File: config.mk
export PLATFORM = sky130hd
export DESIGN_NAME = cfb_image
export DESIGN_NICKNAME = d
export VERILOG_FILES = /design/src/cfb_pkg.sv /design/src/cfb_cycle_timer.sv /design/src/cfb_bus_mux.sv /design/src/cfb_image.sv
export VERILOG_INCLUDE_DIRS = /design/src
export SDC_FILE = /design/constraint.sdc
export NUM_CORES = 1
export LEC_CHECK = 0
export BUFFER_PORTS_ARGS = -buffer_cell sky130_fd_sc_hd__buf_2
export CORE_MARGIN = 2
export CORE_UTILIZATION = 40
export DETAILED_ROUTE_END_ITERATION = 7
export PLACE_DENSITY = 0.73
export SYNTH_ARGS = -nofsm -noshare
export SYNTH_HDL_FRONTEND = slang
export SYNTH_HIERARCHICAL = 1
export SYNTH_SLANG_ARGS = --single-unit
File: constraint.sdc
create_clock -name core_clk -period 6.7 [get_ports core_clk]
set_clock_uncertainty 0.05 [all_clocks]
set_input_delay 1.005 -clock core_clk [delete_from_list [all_inputs] [get_ports core_clk]]
set_output_delay 1.005 -clock core_clk [all_outputs]
set_load 0.005 [all_outputs]
File: src/cfb_consts.svh
// Constants of the cyclic fieldbus data image: offsets, bit positions, timing.
// Assumes inclusion by bare name from any file of the block.
`ifndef CFB_CONSTS_SVH
`define CFB_CONSTS_SVH

// Image geometry
`define CFB_IMG_LAST      6'h3b
`define CFB_IDX_DONE      6'h3c

// Input image byte offsets
`define CFB_IB_STATUS     6'h00
`define CFB_IB_FAULT      6'h03
`define CFB_IB_BOTTLE     6'h07
`define CFB_IB_UNIT       6'h08
`define CFB_IB_PROG       6'h09
`define CFB_IB_TSAMPLE    6'h0a
`define CFB_IB_TUPPER     6'h0c
`define CFB_IB_DIN        6'h10
`define CFB_IB_RELAY      6'h12
`define CFB_IB_ANA        6'h14
`define CFB_IB_NAME       6'h20
`define CFB_IB_NAME_LAST  6'h29

// Output image byte offsets
`define CFB_OB_CMD        6'h00
`define CFB_OB_BOTTLE     6'h03
`define CFB_OB_RELAY      6'h10
`define CFB_OB_ANA        6'h12

// Command bits of output byte 0
`define CFB_CMD_PSTART    0
`define CFB_CMD_PSTOP     1
`define CFB_CMD_SAMPLE    2
`define CFB_CMD_BOTTLE    3
`define CFB_CMD_CHANGE    4
`define CFB_CMD_EVENT     5
`define CFB_CMD_EXTSTOP   6

// Status byte bits
`define CFB_ST_FAULT      1
`define CFB_ST_OVERFLOW   6
`define CFB_ANA_OK_BIT    0
`define CFB_ANA_OC_BIT    1

// Fault mask: weight 2048 unused
`define CFB_FAULT_USED    17'h1f7ff
// Analogue scale ceiling
`define CFB_ANA_MAX       16'h07d0

// Timing
`define CFB_CYCLE_MS      1000
`define CFB_CLK_NS        40
`define CFB_CYCLE_CYCLES  (`CFB_CYCLE_MS * 1000000 / `CFB_CLK_NS)

`endif

File: src/cfb_pkg.sv
// Types of the cyclic fieldbus data image block.
// Assumes nothing beyond a SystemVerilog compiler.
package cfb_pkg;

	// Sampling mode source setting
	typedef enum logic [1:0] {SMODE_LOCAL, SMODE_BUS, SMODE_FLOW_BUS} cfb_smode_e;

	// Transmit sequencer states
	typedef enum logic {TX_IDLE, TX_SEND} cfb_txst_e;

endpackage

File: src/cfb_cycle_timer.sv
// One-pulse-per-exchange-cycle timer.
// Assumes a free-running core clock; CYCLES may be shortened in simulation.
`timescale 1ns/1ps
`default_nettype none
module cfb_cycle_timer #(
	parameter int unsigned CYCLES = 25000000
)(
	input  wire logic core_clk,
	input  wire logic rst_n,
	output logic      tick_q
);

	logic [31:0] count_q;   // Cycles since last tick

	// Count up one exchange period, pulse at wrap
	always_ff @(posedge core_clk or negedge rst_n)
	begin
		if (!rst_n)
		begin
			count_q <= 32'h0;
			tick_q  <= 1'b0;
		end
		else if (count_q == 32'(CYCLES - 1))
		begin
			count_q <= 32'h0;
			tick_q  <= 1'b1;
		end
		else
		begin
			count_q <= count_q + 32'h1;
			tick_q  <= 1'b0;
		end
	end

endmodule
`default_nettype wire

File: src/cfb_bus_mux.sv
// Registered source select: bus value or local value.
// Assumes sel and both values synchronous to core_clk.
`timescale 1ns/1ps
`default_nettype none
module cfb_bus_mux #(
	parameter int W = 1
)(
	input  wire logic         core_clk,
	input  wire logic         rst_n,
	input  wire logic         sel,
	input  wire logic [W-1:0] busVal,
	input  wire logic [W-1:0] localVal,
	output logic      [W-1:0] out_q
);

	// Follow bus only when configured for bus control
	always_ff @(posedge core_clk or negedge rst_n)
	begin
		if (!rst_n)
			out_q <= '0;
		else
			out_q <= sel ? busVal : localVal;
	end

endmodule
`default_nettype wire

File: src/cfb_image.sv
// Cyclic fieldbus data image: builds the 60-byte input image, takes the
// 60-byte output image and gates master commands by the source settings.
// Assumes a byte stream link to the coupler with valid/ready on transmit
// and valid plus first-byte marker on receive, all on core_clk.
`timescale 1ns/1ps
`default_nettype none
`include "cfb_consts.svh"

// Behaviour
// - Both images are fixed sixty bytes, 0-59.
// - Full images exchanged once each one-second cycle.
// - Byte 0 carries the activity flags.
// - Byte 0 bit 6 flags bottle full.
// - Byte 0 bit 1 fault; bytes 3-6 fault mask.
// - Fault mask one weight per fault; 2048 unused.
// - Bottle position byte 7; temperatures bytes 10-13.
// - Byte 8 holds unit status flags.
// - Byte 9 holds programme status flags.
// - Bytes 16 and 18 mirror inputs, relays.
// - Bytes 20-22 analogue value plus status byte.
// - Analogue values scaled zero to 2000.
// - Bytes 32-41 hold the programme name.
// - Byte 59 is XOR of bytes 0-58.
// - Report own analogue; use bus only if selected.
// - Bus sampling only in bus sampling mode.
// - Flow option plus flow bus mode starts cycle.
// - Bottle commands only in bus distribution mode.
// - Relay follows bus only if configured so.
// - Changeover request needs bus switch setting.
// - Event request needs bus event setting.
// - Stop, start, stop honoured without settings.
module cfb_image #(
	parameter int unsigned CYCLE_CYCLES = `CFB_CYCLE_CYCLES
)(
	input  wire logic               core_clk,
	input  wire logic               rst_n,
	// Transmit stream toward the coupler
	output logic                    txValid_q,
	output logic                    txFirst_q,
	output logic [7:0]              txData_q,
	input  wire logic               txReady,
	// Receive stream from the coupler
	input  wire logic               rxValid,
	input  wire logic               rxFirst,
	input  wire logic [7:0]         rxData,
	output logic                    rxFrameOk_q,
	output logic                    rxCheckErr_q,
	// Device state reported to the master
	input  wire logic               samplingActive,
	input  wire logic               tapMoving,
	input  wire logic               mainProgActive,
	input  wire logic               changeProgActive,
	input  wire logic               eventProgActive,
	input  wire logic               overflowFull,
	input  wire logic [16:0]        faultMask,
	input  wire logic [7:0]         bottleActual,
	input  wire logic [2:0]         unitStatus,
	input  wire logic [6:0]         progStatus,
	input  wire logic [15:0]        tempSample,
	input  wire logic [15:0]        tempUpper,
	input  wire logic [2:0]         digIn,
	input  wire logic [15:0]        anaLocal,
	input  wire logic               anaValid,
	input  wire logic               anaOpen,
	input  wire logic [79:0]        progName,
	input  wire logic [2:0]         relayLocal,
	// Source settings
	input  wire cfb_pkg::cfb_smode_e sampleMode,
	input  wire logic               flowOptionFitted,
	input  wire logic               distBusMode,
	input  wire logic [2:0]         relayBusMode,
	input  wire logic               anaSrcBus,
	input  wire logic               progSwitchBus,
	input  wire logic               eventBus,
	// Gated commands toward the device
	output logic                    sampleStart_q,
	output logic                    flowSampleStart_q,
	output logic                    bottleChange_q,
	output logic [7:0]              bottleTarget_q,
	output logic [2:0]              relayOut_q,
	output logic [15:0]             anaUsed_q,
	output logic                    changeoverReq_q,
	output logic                    eventReq_q,
	output logic                    extStop_q,
	output logic                    progStart_q,
	output logic                    progStop_q
);

	logic                 cycleTick;     // Start of an exchange cycle
	cfb_pkg::cfb_txst_e   txState_q;     // Transmit sequencer
	logic [5:0]           txIdx_q;       // Byte being offered
	logic [7:0]           txXor_q;       // XOR of bytes already accepted
	logic [5:0]           nextIdx;       // Index of the byte to load
	logic [7:0]           nextByte;      // Image byte at nextIdx
	logic [31:0]          faultWord;     // Fault mask with unused weight cleared
	logic [15:0]          anaClamped;    // Local analogue limited to scale
	logic [5:0]           rxIdx;         // Index of the byte now arriving
	logic [5:0]           rxIdx_q;       // Next expected receive index
	logic [7:0]           rxXor_q;       // Running XOR of received bytes
	logic [7:0]           rxCmd_q;       // Frame command byte
	logic [7:0]           rxBottle_q;    // Frame bottle position
	logic [2:0]           rxRelay_q;     // Frame relay bits
	logic [15:0]          rxAna_q;       // Frame analogue value
	logic                 commit;        // Good check byte arriving
	logic [7:0]           cmd_q;         // Last accepted command byte
	logic [7:0]           prevCmd_q;     // Command byte before that
	logic [7:0]           cmdRise;       // Commands newly raised at commit
	logic [2:0]           relayBus_q;    // Accepted relay bits
	logic [15:0]          anaBus_q;      // Accepted analogue, clamped

	// Exchange cycle pacing
	cfb_cycle_timer #(.CYCLES(CYCLE_CYCLES)) u_timer (
		.core_clk (core_clk),
		.rst_n    (rst_n),
		.tick_q   (cycleTick)
	);

	// Fault weights, 2048 forced clear
	assign faultWord  = {15'h0, faultMask & `CFB_FAULT_USED};
	// Analogue scaled 0..2000
	assign anaClamped = (anaLocal > `CFB_ANA_MAX) ? `CFB_ANA_MAX : anaLocal;

	// Index of the byte loaded next
	always_comb
	begin
		nextIdx = (txState_q == cfb_pkg::TX_IDLE) ? 6'h0 : txIdx_q + 6'h1;
	end

	// Input image byte map, multi-byte fields most significant first
	always_comb
	begin
		nextByte = 8'h0;                                    // Unassigned bytes zero
		unique case (nextIdx)
			`CFB_IB_STATUS:                                 // Activity and fault flags
				nextByte = {1'b0, overflowFull, eventProgActive, changeProgActive,
					mainProgActive, tapMoving, |faultWord, samplingActive};
			`CFB_IB_FAULT:        nextByte = faultWord[31:24];
			`CFB_IB_FAULT + 6'h1: nextByte = faultWord[23:16];
			`CFB_IB_FAULT + 6'h2: nextByte = faultWord[15:8];
			`CFB_IB_FAULT + 6'h3: nextByte = faultWord[7:0];
			`CFB_IB_BOTTLE:       nextByte = bottleActual;
			`CFB_IB_UNIT:         nextByte = {5'h0, unitStatus};
			`CFB_IB_PROG:         nextByte = {1'b0, progStatus};
			`CFB_IB_TSAMPLE:      nextByte = tempSample[15:8];
			`CFB_IB_TSAMPLE + 6'h1: nextByte = tempSample[7:0];
			`CFB_IB_TUPPER:       nextByte = tempUpper[15:8];
			`CFB_IB_TUPPER + 6'h1: nextByte = tempUpper[7:0];
			`CFB_IB_DIN:          nextByte = {5'h0, digIn};
			`CFB_IB_RELAY:        nextByte = {5'h0, relayOut_q};
			`CFB_IB_ANA:          nextByte = anaClamped[15:8];   // Own signal always
			`CFB_IB_ANA + 6'h1:   nextByte = anaClamped[7:0];
			`CFB_IB_ANA + 6'h2:   nextByte = {6'h0, anaOpen, anaValid};
			`CFB_IMG_LAST:        nextByte = txXor_q ^ txData_q; // Check byte
			default:
			begin
				// Programme name field
				if (nextIdx >= `CFB_IB_NAME && nextIdx <= `CFB_IB_NAME_LAST)
					nextByte = progName[8 * int'(`CFB_IB_NAME_LAST - nextIdx) +: 8];
			end
		endcase
	end

	// Transmit sequencer: one 60-byte image per tick
	always_ff @(posedge core_clk or negedge rst_n)
	begin
		if (!rst_n)
		begin
			txState_q <= cfb_pkg::TX_IDLE;
			txIdx_q   <= 6'h0;
			txXor_q   <= 8'h0;
			txValid_q <= 1'b0;
			txFirst_q <= 1'b0;
			txData_q  <= 8'h0;
		end
		else
		begin
			unique case (txState_q)
				cfb_pkg::TX_IDLE:
				begin
					// Tick while still sending is skipped
					if (cycleTick)
					begin
						txState_q <= cfb_pkg::TX_SEND;
						txIdx_q   <= 6'h0;
						txXor_q   <= 8'h0;
						txValid_q <= 1'b1;
						txFirst_q <= 1'b1;
						txData_q  <= nextByte;
					end
				end
				cfb_pkg::TX_SEND:
				begin
					if (txReady)
					begin
						txFirst_q <= 1'b0;
						if (txIdx_q == `CFB_IMG_LAST)
						begin
							// Image complete
							txState_q <= cfb_pkg::TX_IDLE;
							txValid_q <= 1'b0;
						end
						else
						begin
							txIdx_q  <= nextIdx;
							txXor_q  <= txXor_q ^ txData_q;
							txData_q <= nextByte;
						end
					end
				end
			endcase
		end
	end

	// Receive position; first-byte marker resynchronises
	assign rxIdx  = rxFirst ? 6'h0 : rxIdx_q;
	// Check byte matches XOR of bytes 0..58
	assign commit = rxValid && rxIdx == `CFB_IMG_LAST && rxXor_q == rxData;

	// Receive capture of the fields this block acts on
	always_ff @(posedge core_clk or negedge rst_n)
	begin
		if (!rst_n)
		begin
			rxIdx_q      <= `CFB_IDX_DONE;
			rxXor_q      <= 8'h0;
			rxCmd_q      <= 8'h0;
			rxBottle_q   <= 8'h0;
			rxRelay_q    <= 3'h0;
			rxAna_q      <= 16'h0;
			rxFrameOk_q  <= 1'b0;
			rxCheckErr_q <= 1'b0;
		end
		else
		begin
			rxFrameOk_q  <= commit;
			rxCheckErr_q <= rxValid && rxIdx == `CFB_IMG_LAST && !commit;
			// Bytes beyond 59 ignored until next first byte
			if (rxValid && rxIdx != `CFB_IDX_DONE)
			begin
				rxIdx_q <= rxIdx + 6'h1;
				rxXor_q <= (rxIdx == 6'h0) ? rxData : rxXor_q ^ rxData;
				unique case (rxIdx)
					`CFB_OB_CMD:          rxCmd_q         <= rxData;
					`CFB_OB_BOTTLE:       rxBottle_q      <= rxData;
					`CFB_OB_RELAY:        rxRelay_q       <= rxData[2:0];
					`CFB_OB_ANA:          rxAna_q[15:8]   <= rxData;
					`CFB_OB_ANA + 6'h1:   rxAna_q[7:0]    <= rxData;
					default:              rxXor_q         <= (rxIdx == 6'h0) ? rxData : rxXor_q ^ rxData;
				endcase
			end
		end
	end

	// Accepted image; a bad check byte leaves the previous one standing
	always_ff @(posedge core_clk or negedge rst_n)
	begin
		if (!rst_n)
		begin
			cmd_q      <= 8'h0;
			prevCmd_q  <= 8'h0;
			relayBus_q <= 3'h0;
			anaBus_q   <= 16'h0;
		end
		else if (commit)
		begin
			cmd_q      <= rxCmd_q;
			prevCmd_q  <= cmd_q;
			relayBus_q <= rxRelay_q;
			anaBus_q   <= (rxAna_q > `CFB_ANA_MAX) ? `CFB_ANA_MAX : rxAna_q;
		end
	end

	// Triggered commands act once on the rising bit
	assign cmdRise = rxCmd_q & ~cmd_q;

	// Gated trigger pulses, one cycle after commit
	always_ff @(posedge core_clk or negedge rst_n)
	begin
		if (!rst_n)
		begin
			sampleStart_q     <= 1'b0;
			flowSampleStart_q <= 1'b0;
			bottleChange_q    <= 1'b0;
			bottleTarget_q    <= 8'h0;
			progStart_q       <= 1'b0;
			progStop_q        <= 1'b0;
		end
		else
		begin
			// Sampling only in bus mode
			sampleStart_q     <= commit && cmdRise[`CFB_CMD_SAMPLE] && sampleMode == cfb_pkg::SMODE_BUS;
			// Flow cycle needs option and flow bus mode
			flowSampleStart_q <= commit && cmdRise[`CFB_CMD_SAMPLE] && flowOptionFitted
				&& sampleMode == cfb_pkg::SMODE_FLOW_BUS;
			// Bottle change only in bus distribution mode
			bottleChange_q    <= commit && cmdRise[`CFB_CMD_BOTTLE] && distBusMode;
			if (commit && cmdRise[`CFB_CMD_BOTTLE] && distBusMode)
				bottleTarget_q <= rxBottle_q;
			// No setting needed
			progStart_q       <= commit && cmdRise[`CFB_CMD_PSTART];
			progStop_q        <= commit && cmdRise[`CFB_CMD_PSTOP];
		end
	end

	// Held requests, live while the master holds the bit
	always_ff @(posedge core_clk or negedge rst_n)
	begin
		if (!rst_n)
		begin
			changeoverReq_q <= 1'b0;
			eventReq_q      <= 1'b0;
			extStop_q       <= 1'b0;
		end
		else
		begin
			changeoverReq_q <= cmd_q[`CFB_CMD_CHANGE] && progSwitchBus;
			eventReq_q      <= cmd_q[`CFB_CMD_EVENT] && eventBus;
			extStop_q       <= cmd_q[`CFB_CMD_EXTSTOP];
		end
	end

	// Relay drive per output source setting
	for (genvar i = 0; i < 3; i++)
	begin : g_relay
		cfb_bus_mux #(.W(1)) u_relay (
			.core_clk (core_clk),
			.rst_n    (rst_n),
			.sel      (relayBusMode[i]),
			.busVal   (relayBus_q[i]),
			.localVal (relayLocal[i]),
			.out_q    (relayOut_q[i])
		);
	end

	// Analogue used by the device
	cfb_bus_mux #(.W(16)) u_ana (
		.core_clk (core_clk),
		.rst_n    (rst_n),
		.sel      (anaSrcBus),
		.busVal   (anaBus_q),
		.localVal (anaClamped),
		.out_q    (anaUsed_q)
	);

	int unsigned tickGap_q;   // Cycles since last tick
	logic        tickSeen_q;  // A tick has occurred

	// Tick spacing helper
	always_ff @(posedge core_clk or negedge rst_n)
	begin
		if (!rst_n)
		begin
			tickGap_q  <= 0;
			tickSeen_q <= 1'b0;
		end
		else
		begin
			tickGap_q  <= cycleTick ? 0 : tickGap_q + 1;
			tickSeen_q <= tickSeen_q | cycleTick;
		end
	end
endmodule
`default_nettype wire

==> metrics.txt, run 1 <==
worst-case vdd ir drop 0.170 mV; number of input and output port buffers inserted 245; clock slew seen by the registers of the worst setup and hold paths 0.07 ns; leading cell types by total area after synthesis sky130_fd_sc_hd__dfrtp_1, sky130_fd_sc_hd__mux2_2, sky130_fd_sc_hd__nand2_1; Post-CTS Resized 0; area leader, netlist sky130_fd_sc_hd__dfrtp_1; maximum root-to-sink buffer count 2; number of warning messages in the yosys log 6; clock buffers created by TritonCTS 17; total power consumption of the routed design 0.00235 W; power per standard cell area 202 nW/um^2; prevailing post-synth register cell sky130_fd_sc_hd__dfrtp_1; cell leakage power 5.26 nW; fraction of the cycle the final worst path needs 64.4%; All-Layer GR Usage 23.6%; clock tree from TritonCTS yes; critical path fanouts, max 19; cell chain of the critical path ha_1 > and2_1 > inv_1 > ha_1 > buf_4 > mux4_2 > nand2_1 > a21oi_1 > o21ai_0 > nand3_1 > o221a_1; peak per-stage delay on the critical path 0.91 ns; Total Nets Final 1367; CTS Hold Buffers Added 0; run status finished clean; DRC violation count after routing 0; crit path time final 4.31 ns; initial antenna violation count 3; average instance area after synthesis 10.3 um^2; first-pass GRT wire length 46.7 mm; FP Rows 56; multi-input logic area 5020 um^2; critical path capture point type flop; remaining max-slew budget at the tightest pin 22.3%; Clk Tree Root Cell sky130_fd_sc_hd__clkbuf_16; data arrival time of the critical path 4.58 ns; final-report hold violation count 0; Worst Setup Start Kind flop; clk sinks 169; number of flops mapped to enable cells by yosys 0; I/O pin count 247; area post-placement 11000 um^2; Worst Path Required 6.96 ns; wire length per cell after detailed routing 19.8 um; actual transition at the worst max-transition pin 1.16 ns; number of levels in the clock H-tree 4; area taken by flip-flops and latches 4230 um^2; antenna-violating nets left 0; vias per cell 5.64; proportion of netlist area held by the largest area contributor 43.0%; cell type with the highest occurrence count on the critical path sky130_fd_sc_hd__ha_1; worst-path cell with the longest stage delay sky130_fd_sc_hd__ha_1; setup bufs post-CTS 0; area of the core 23500 um^2; number of library cell types mapped by synthesis 94; die extent in y 159 um; post-route setup TNS 0 ns; FF+latch count, synth 169; Tightest Hold Check Type flop to flop; PnR worst setup slack 2.39 ns; weighted congestion reported at the end of routability-driven placement 0.913; number of global-route vias before repair 8407; area of the mapped netlist 9600 um^2; proportion of synthesized flip-flops having asynchronous set or reset 100%; post-place setup slack 2.46 ns; final wirelength 29.6 mm; max cap viols 0; top-count cell post-synth sky130_fd_sc_hd__dfrtp_1; instance count of the mapped netlist 933; setup repair after global routing missed its margin no; post-layout instance area 11600 um^2; Die Outline Area 25200 um^2; half-perimeter wire length of the detailed placement result 22.5 mm; maximum number of pins on one net before global-route repair 109; number of pins exceeding their max-slew limit in the final report 0; leading cell types by count after synthesis sky130_fd_sc_hd__dfrtp_1, sky130_fd_sc_hd__nand2_1, sky130_fd_sc_hd__nor2_1; final-layout fill cell count 2228; source-to-sink clock delay at the later pin of the worst-skew pair 0.43 ns; share of the yosys chip area belonging to registers 44.1%; die extent in x 159 um; iteration count of the initial detailed-routing pass 5; Setup-failing EPs final 0; CP Class flop to flop; starting DRC count in detailed routing 589; Achievable Freq 0.232 GHz; total vias in the final route 8443; Initial Util 40.8%; synthesis-to-finish area growth 21.4%; fraction of layout instances using a drive strength above 1 34.5%; aggregate global routing overflow 0
[flip-flops by register name (all words and copies together) (netlist names), 3 cells and up]
register and count:
anaBus_q 16, bottleTarget_q 8, cmd_q 7, g_relay.u_relay/out_q 3, relayBus_q 3, rxAna_q 16, rxBottle_q 8, rxCmd_q 7
rxIdx_q 6, rxRelay_q 3, rxXor_q 8, txData_q 8, txIdx_q 6, txXor_q 8, u_ana/out_q 16, u_timer/count_q 32
[routing by layer]
| layer | track usage, % | vias up | part of all wire (%) | wire length [um] |
|---|---|---|---|---|
| li1 | - | 3917 | - | - |
| met1 | 26.6 | 4140 | 38 | 11300 |
| met2 | 43.3 | 329 | 53 | 15700 |
| met3 | 4.13 | 57 | 5.1 | 1510 |
| met4 | 11.1 | 0 | 3.8 | 1130 |
| met5 | 0 | - | 0 | 0 |
[cell families (layout without fill, tap and decap cells)]
| kind of cell | count (synthesis) | count (layout) | share of synthesized area, % |
|---|---|---|---|
| and+or+nand+nor | 349 | 349 | 19.8 |
| AOI/OAI and AO/OA | 199 | 199 | 14.5 |
| DFF | 169 | 169 | 44.1 |
| muxes | 97 | 97 | 13.2 |
| buffers and inverters | 71 | 308 | 3.79 |
| xor gates and xnor gates | 41 | 41 | 3.82 |
| adders and majority gates | 6 | 6 | 0.782 |
| other | 1 | 8 | 0.0391 |
[cell type report]
type	count	area share (%)
Tap cell	319	3.43
Antenna cell	3	0.0644
Multi-Input combinational cell	697	43.1
Clock buffer	18	3.68
Inverter	23	0.741
Sequential cell	169	36.3
Clock inverter	14	1.54
Timing Repair Buffer	253	11.1
[stage by stage]
step	hold WS [ns]	instances	utilization, %
after CTS	0.333	1493	49.4
final	0.330	1496	49.5
after detailed placement	0.310	1461	46.9
after global routing	0.340	1496	49.5
after global placement	0.308	1461	46.9
after floorplan	0.299	937	-
[worst paths after layout]
path / end / start / depth (start not counted) / slack [ns]
hold / removal: extStop_q$_DFF_PN0_ / cmd_q[6]$_DFFE_PN0P_ / 0 / 0.33
setup reg to reg: txData_q[3]$_DFFE_PN0P_ / txIdx_q[1]$_DFFE_PN0P_ / 11 / 2.39
max in group asynchronous: progStop_q$_DFF_PN0_ / rst_n / 2 / 4.55
min in group asynchronous: bottleTarget_q[2]$_DFFE_PN0P_ / rst_n / 1 / 0.65
setup / recovery: txData_q[3]$_DFFE_PN0P_ / txIdx_q[1]$_DFFE_PN0P_ / 11 / 2.39
hold reg to reg: extStop_q$_DFF_PN0_ / cmd_q[6]$_DFFE_PN0P_ / 0 / 0.33
[layout by cell type (no fill, tap or decap), types with 17 or more instances in the layout]
master / synthesis / layout
sky130_fd_sc_hd__a21oi_1: 35 / 34
sky130_fd_sc_hd__xnor2_1: 27 / 27
sky130_fd_sc_hd__nor2_1: 66 / 66
sky130_fd_sc_hd__dfrtp_1: 165 / 165
sky130_fd_sc_hd__buf_2: 8 / 244
sky130_fd_sc_hd__nand3_1: 31 / 31
sky130_fd_sc_hd__nand2_1: 97 / 97
sky130_fd_sc_hd__nor3_1: 18 / 18
sky130_fd_sc_hd__mux2_2: 60 / 60
sky130_fd_sc_hd__o21ai_0: 55 / 55
sky130_fd_sc_hd__nand4_1: 21 / 21
sky130_fd_sc_hd__inv_1: 23 / 23
sky130_fd_sc_hd__clkbuf_16: 0 / 17
[worst max-delay path: cells and delay by family (launching register included)]
family / cells / cell delay, ns
multiplexers: 1 / 0.52
buffers and inverters: 2 / 0.48
adder cells (fa/ha/maj): 2 / 1.66
AND/OR/NAND/NOR: 3 / 0.45
flip-flops: 1 / 0.51
AO/OA/AOI/OAI: 3 / 0.51
[where the power goes]
| part | leakage [nW] | total, W | internal [W] | switching, W |
|---|---|---|---|---|
| logic | 2.76 | 0.000226 | 0.000118 | 0.000108 |
| clock network | 0.297 | 0.00101 | 0.000537 | 0.000468 |
| registers | 2.20 | 0.00112 | 0.00108 | 0.0000415 |
| total | 5.26 | 0.00235 | 0.00173 | 0.000617 |
(Power assumes the default switching activity.)
==> run 2, diff against run 1 <==
- PLACE_DENSITY: 0.73 -> 0.76
- clock period: 6.7 -> 3.5 ns (I/O delays scaled with it)
==> run 2 against run 1 <==
Against the previous run:
- global-route usage decreased by 0.18 points
- hold slack got worse by 0.21 ns
- sequential power increased by 92%
- design area increased by 0.89%
- die area unchanged
- sequential cell count unchanged
- fmax increased by 39%
==> metrics.txt, run 2 (synthesis gave the netlist of run 1 again) <==
run status finished clean; first-pass GRT wire length 46.9 mm; starting DRC count in detailed routing 576; final-report hold violation count 0; vias per cell 5.63; maximum number of pins on one net before global-route repair 93; die extent in x 159 um; Clk Tree Root Cell sky130_fd_sc_hd__clkbuf_16; synthesis-to-finish area growth 22.4%; FP Rows 56; max cap viols 0; Worst Setup Start Kind flop; hold_ws 0.117 ns; fraction of the cycle the final worst path needs 88.9%; Initial Util 40.8%; aggregate global routing overflow 0; number of pins exceeding their max-slew limit in the final report 0; worst-case vdd ir drop 0.327 mV; antenna-violating nets left 0; clk sinks 169; die extent in y 159 um; number of levels in the clock H-tree 4; initial antenna violation count 0; iteration count of the initial detailed-routing pass 5; number of input and output port buffers inserted 245; critical path fanouts, max 16; clock slew seen by the registers of the worst setup and hold paths 0.07 ns; Die Outline Area 25200 um^2; actual transition at the worst max-transition pin 1.06 ns; number of global-route vias before repair 8715; source-to-sink clock delay at the later pin of the worst-skew pair 0.42 ns; CP Class flop to flop; maximum root-to-sink buffer count 2; critical path capture point type flop; crit path time final 3.11 ns; final wirelength 29.5 mm; setup bufs post-CTS 0; highest-count cells in the layout ignoring fill and taps sky130_fd_sc_hd__buf_2, sky130_fd_sc_hd__dfrtp_1, sky130_fd_sc_hd__nand2_1; antenna diode count 0; Worst Path Required 3.77 ns; half-perimeter wire length of the detailed placement result 22.9 mm; power per standard cell area 378 nW/um^2; I/O pin count 247; post-route setup TNS 0 ns; data arrival time of the critical path 3.38 ns; most common library cell in the layout ignoring fill and taps sky130_fd_sc_hd__buf_2; area of the core 23500 um^2; Total Nets Final 1384; DRC violation count after routing 0; CTS Hold Buffers Added 0; Post-CTS Resized 0; Tightest Hold Check Type input pin to async pin; weighted congestion reported at the end of routability-driven placement 0.938; clock tree from TritonCTS yes; All-Layer GR Usage 23.4%; register bank with the most flops u_timer/count_q; Achievable Freq 0.321 GHz; remaining max-slew budget at the tightest pin 28.5%; clock buffers created by TritonCTS 17; total vias in the final route 8501; fraction of layout instances using a drive strength above 1 35.5%; setup repair after global routing missed its margin no; wire length per cell after detailed routing 19.6 um; cell leakage power 5.33 nW; max FFs per register 32; Setup-failing EPs final 0
[run 2: changes by cell type in the layout (fill, tap and decap cells not counted), sizes merged]
cell | before | now
buf | 253 | 270
clkinv | 7 | 3
clkinvlp | 0 | 2
diode | 3 | 0
inv | 29 | 31
[run 2: final cells by class]
type	count	area (um^2)
repair buffers	270	1430
flip-flops and latches	169	4230
clock inverters	14	135
well taps	319	399
multi-input cells	697	5030
clock buffers	18	439
inverters	23	86.3
fillers	2215	11800
[run 2: final timing paths]
| check | from | endpoint | slack [ns] | cells past startpoint |
|---|---|---|---|---|
| setup / recovery | txIdx_q[1]$_DFFE_PN0P_ | txData_q[3]$_DFFE_PN0P_ | 0.39 | 12 |
| hold / removal | rst_n | rxBottle_q[2]$_DFFE_PN0P_ | 0.12 | 1 |
| setup reg to reg | txIdx_q[1]$_DFFE_PN0P_ | txData_q[3]$_DFFE_PN0P_ | 0.39 | 12 |
| hold reg to reg | cmd_q[6]$_DFFE_PN0P_ | extStop_q$_DFF_PN0_ | 0.34 | 0 |
| max in group asynchronous | rst_n | u_ana/out_q[13]$_DFF_PN0_ | 2.46 | 2 |
| min in group core_clk | sampleMode[0] | flowSampleStart_q$_DFF_PN0_ | 0.22 | 2 |
[run 2: layer usage]
metal  wire length [um]  part of all wire, %  GRT usage [%]
met1              11000                   37           25.9
met2              15300                   52           42.3
met3               1530                  5.2           4.13
met4               1710                  5.8           13.7
met5                  0                    0              0
[run 2: report_power, final]
part | switching, W | leakage [nW] | total, W | internal [W]
combinational | 0.000208 | 2.84 | 0.000438 | 0.000230
clock | 0.000836 | 0.282 | 0.00185 | 0.00102
sequential | 0.0000818 | 2.20 | 0.00215 | 0.00206
[run 2: through the flow]
stage	utilization, %	cells	setup WS, ns	area, um^2	power (W)
final	49.9	1510	0.389	11800	0.00444
after global routing	49.9	1510	0.185	11800	0.00462
after CTS	49.9	1510	0.394	11800	0.00448
after detailed placement	47.5	1478	0.421	11200	0.00262
after global placement	47.5	1478	0.446	11200	0.00260
after floorplan	-	937	0.0435	9610	0.00237
[run 2: worst max-delay path, cell delays in order (launching register included)]
cell                      delay, ns
sky130_fd_sc_hd__dfrtp_1       0.39
sky130_fd_sc_hd__ha_1          0.23
sky130_fd_sc_hd__or2b_1        0.27
sky130_fd_sc_hd__nand2_1       0.11
sky130_fd_sc_hd__nand2_2       0.11
sky130_fd_sc_hd__ha_1          0.52
sky130_fd_sc_hd__buf_4         0.29
sky130_fd_sc_hd__mux4_2        0.33
sky130_fd_sc_hd__nand2_1       0.08
sky130_fd_sc_hd__a21oi_1       0.11
sky130_fd_sc_hd__o21ai_0       0.23
sky130_fd_sc_hd__nand3_1       0.11
sky130_fd_sc_hd__o221a_1       0.16
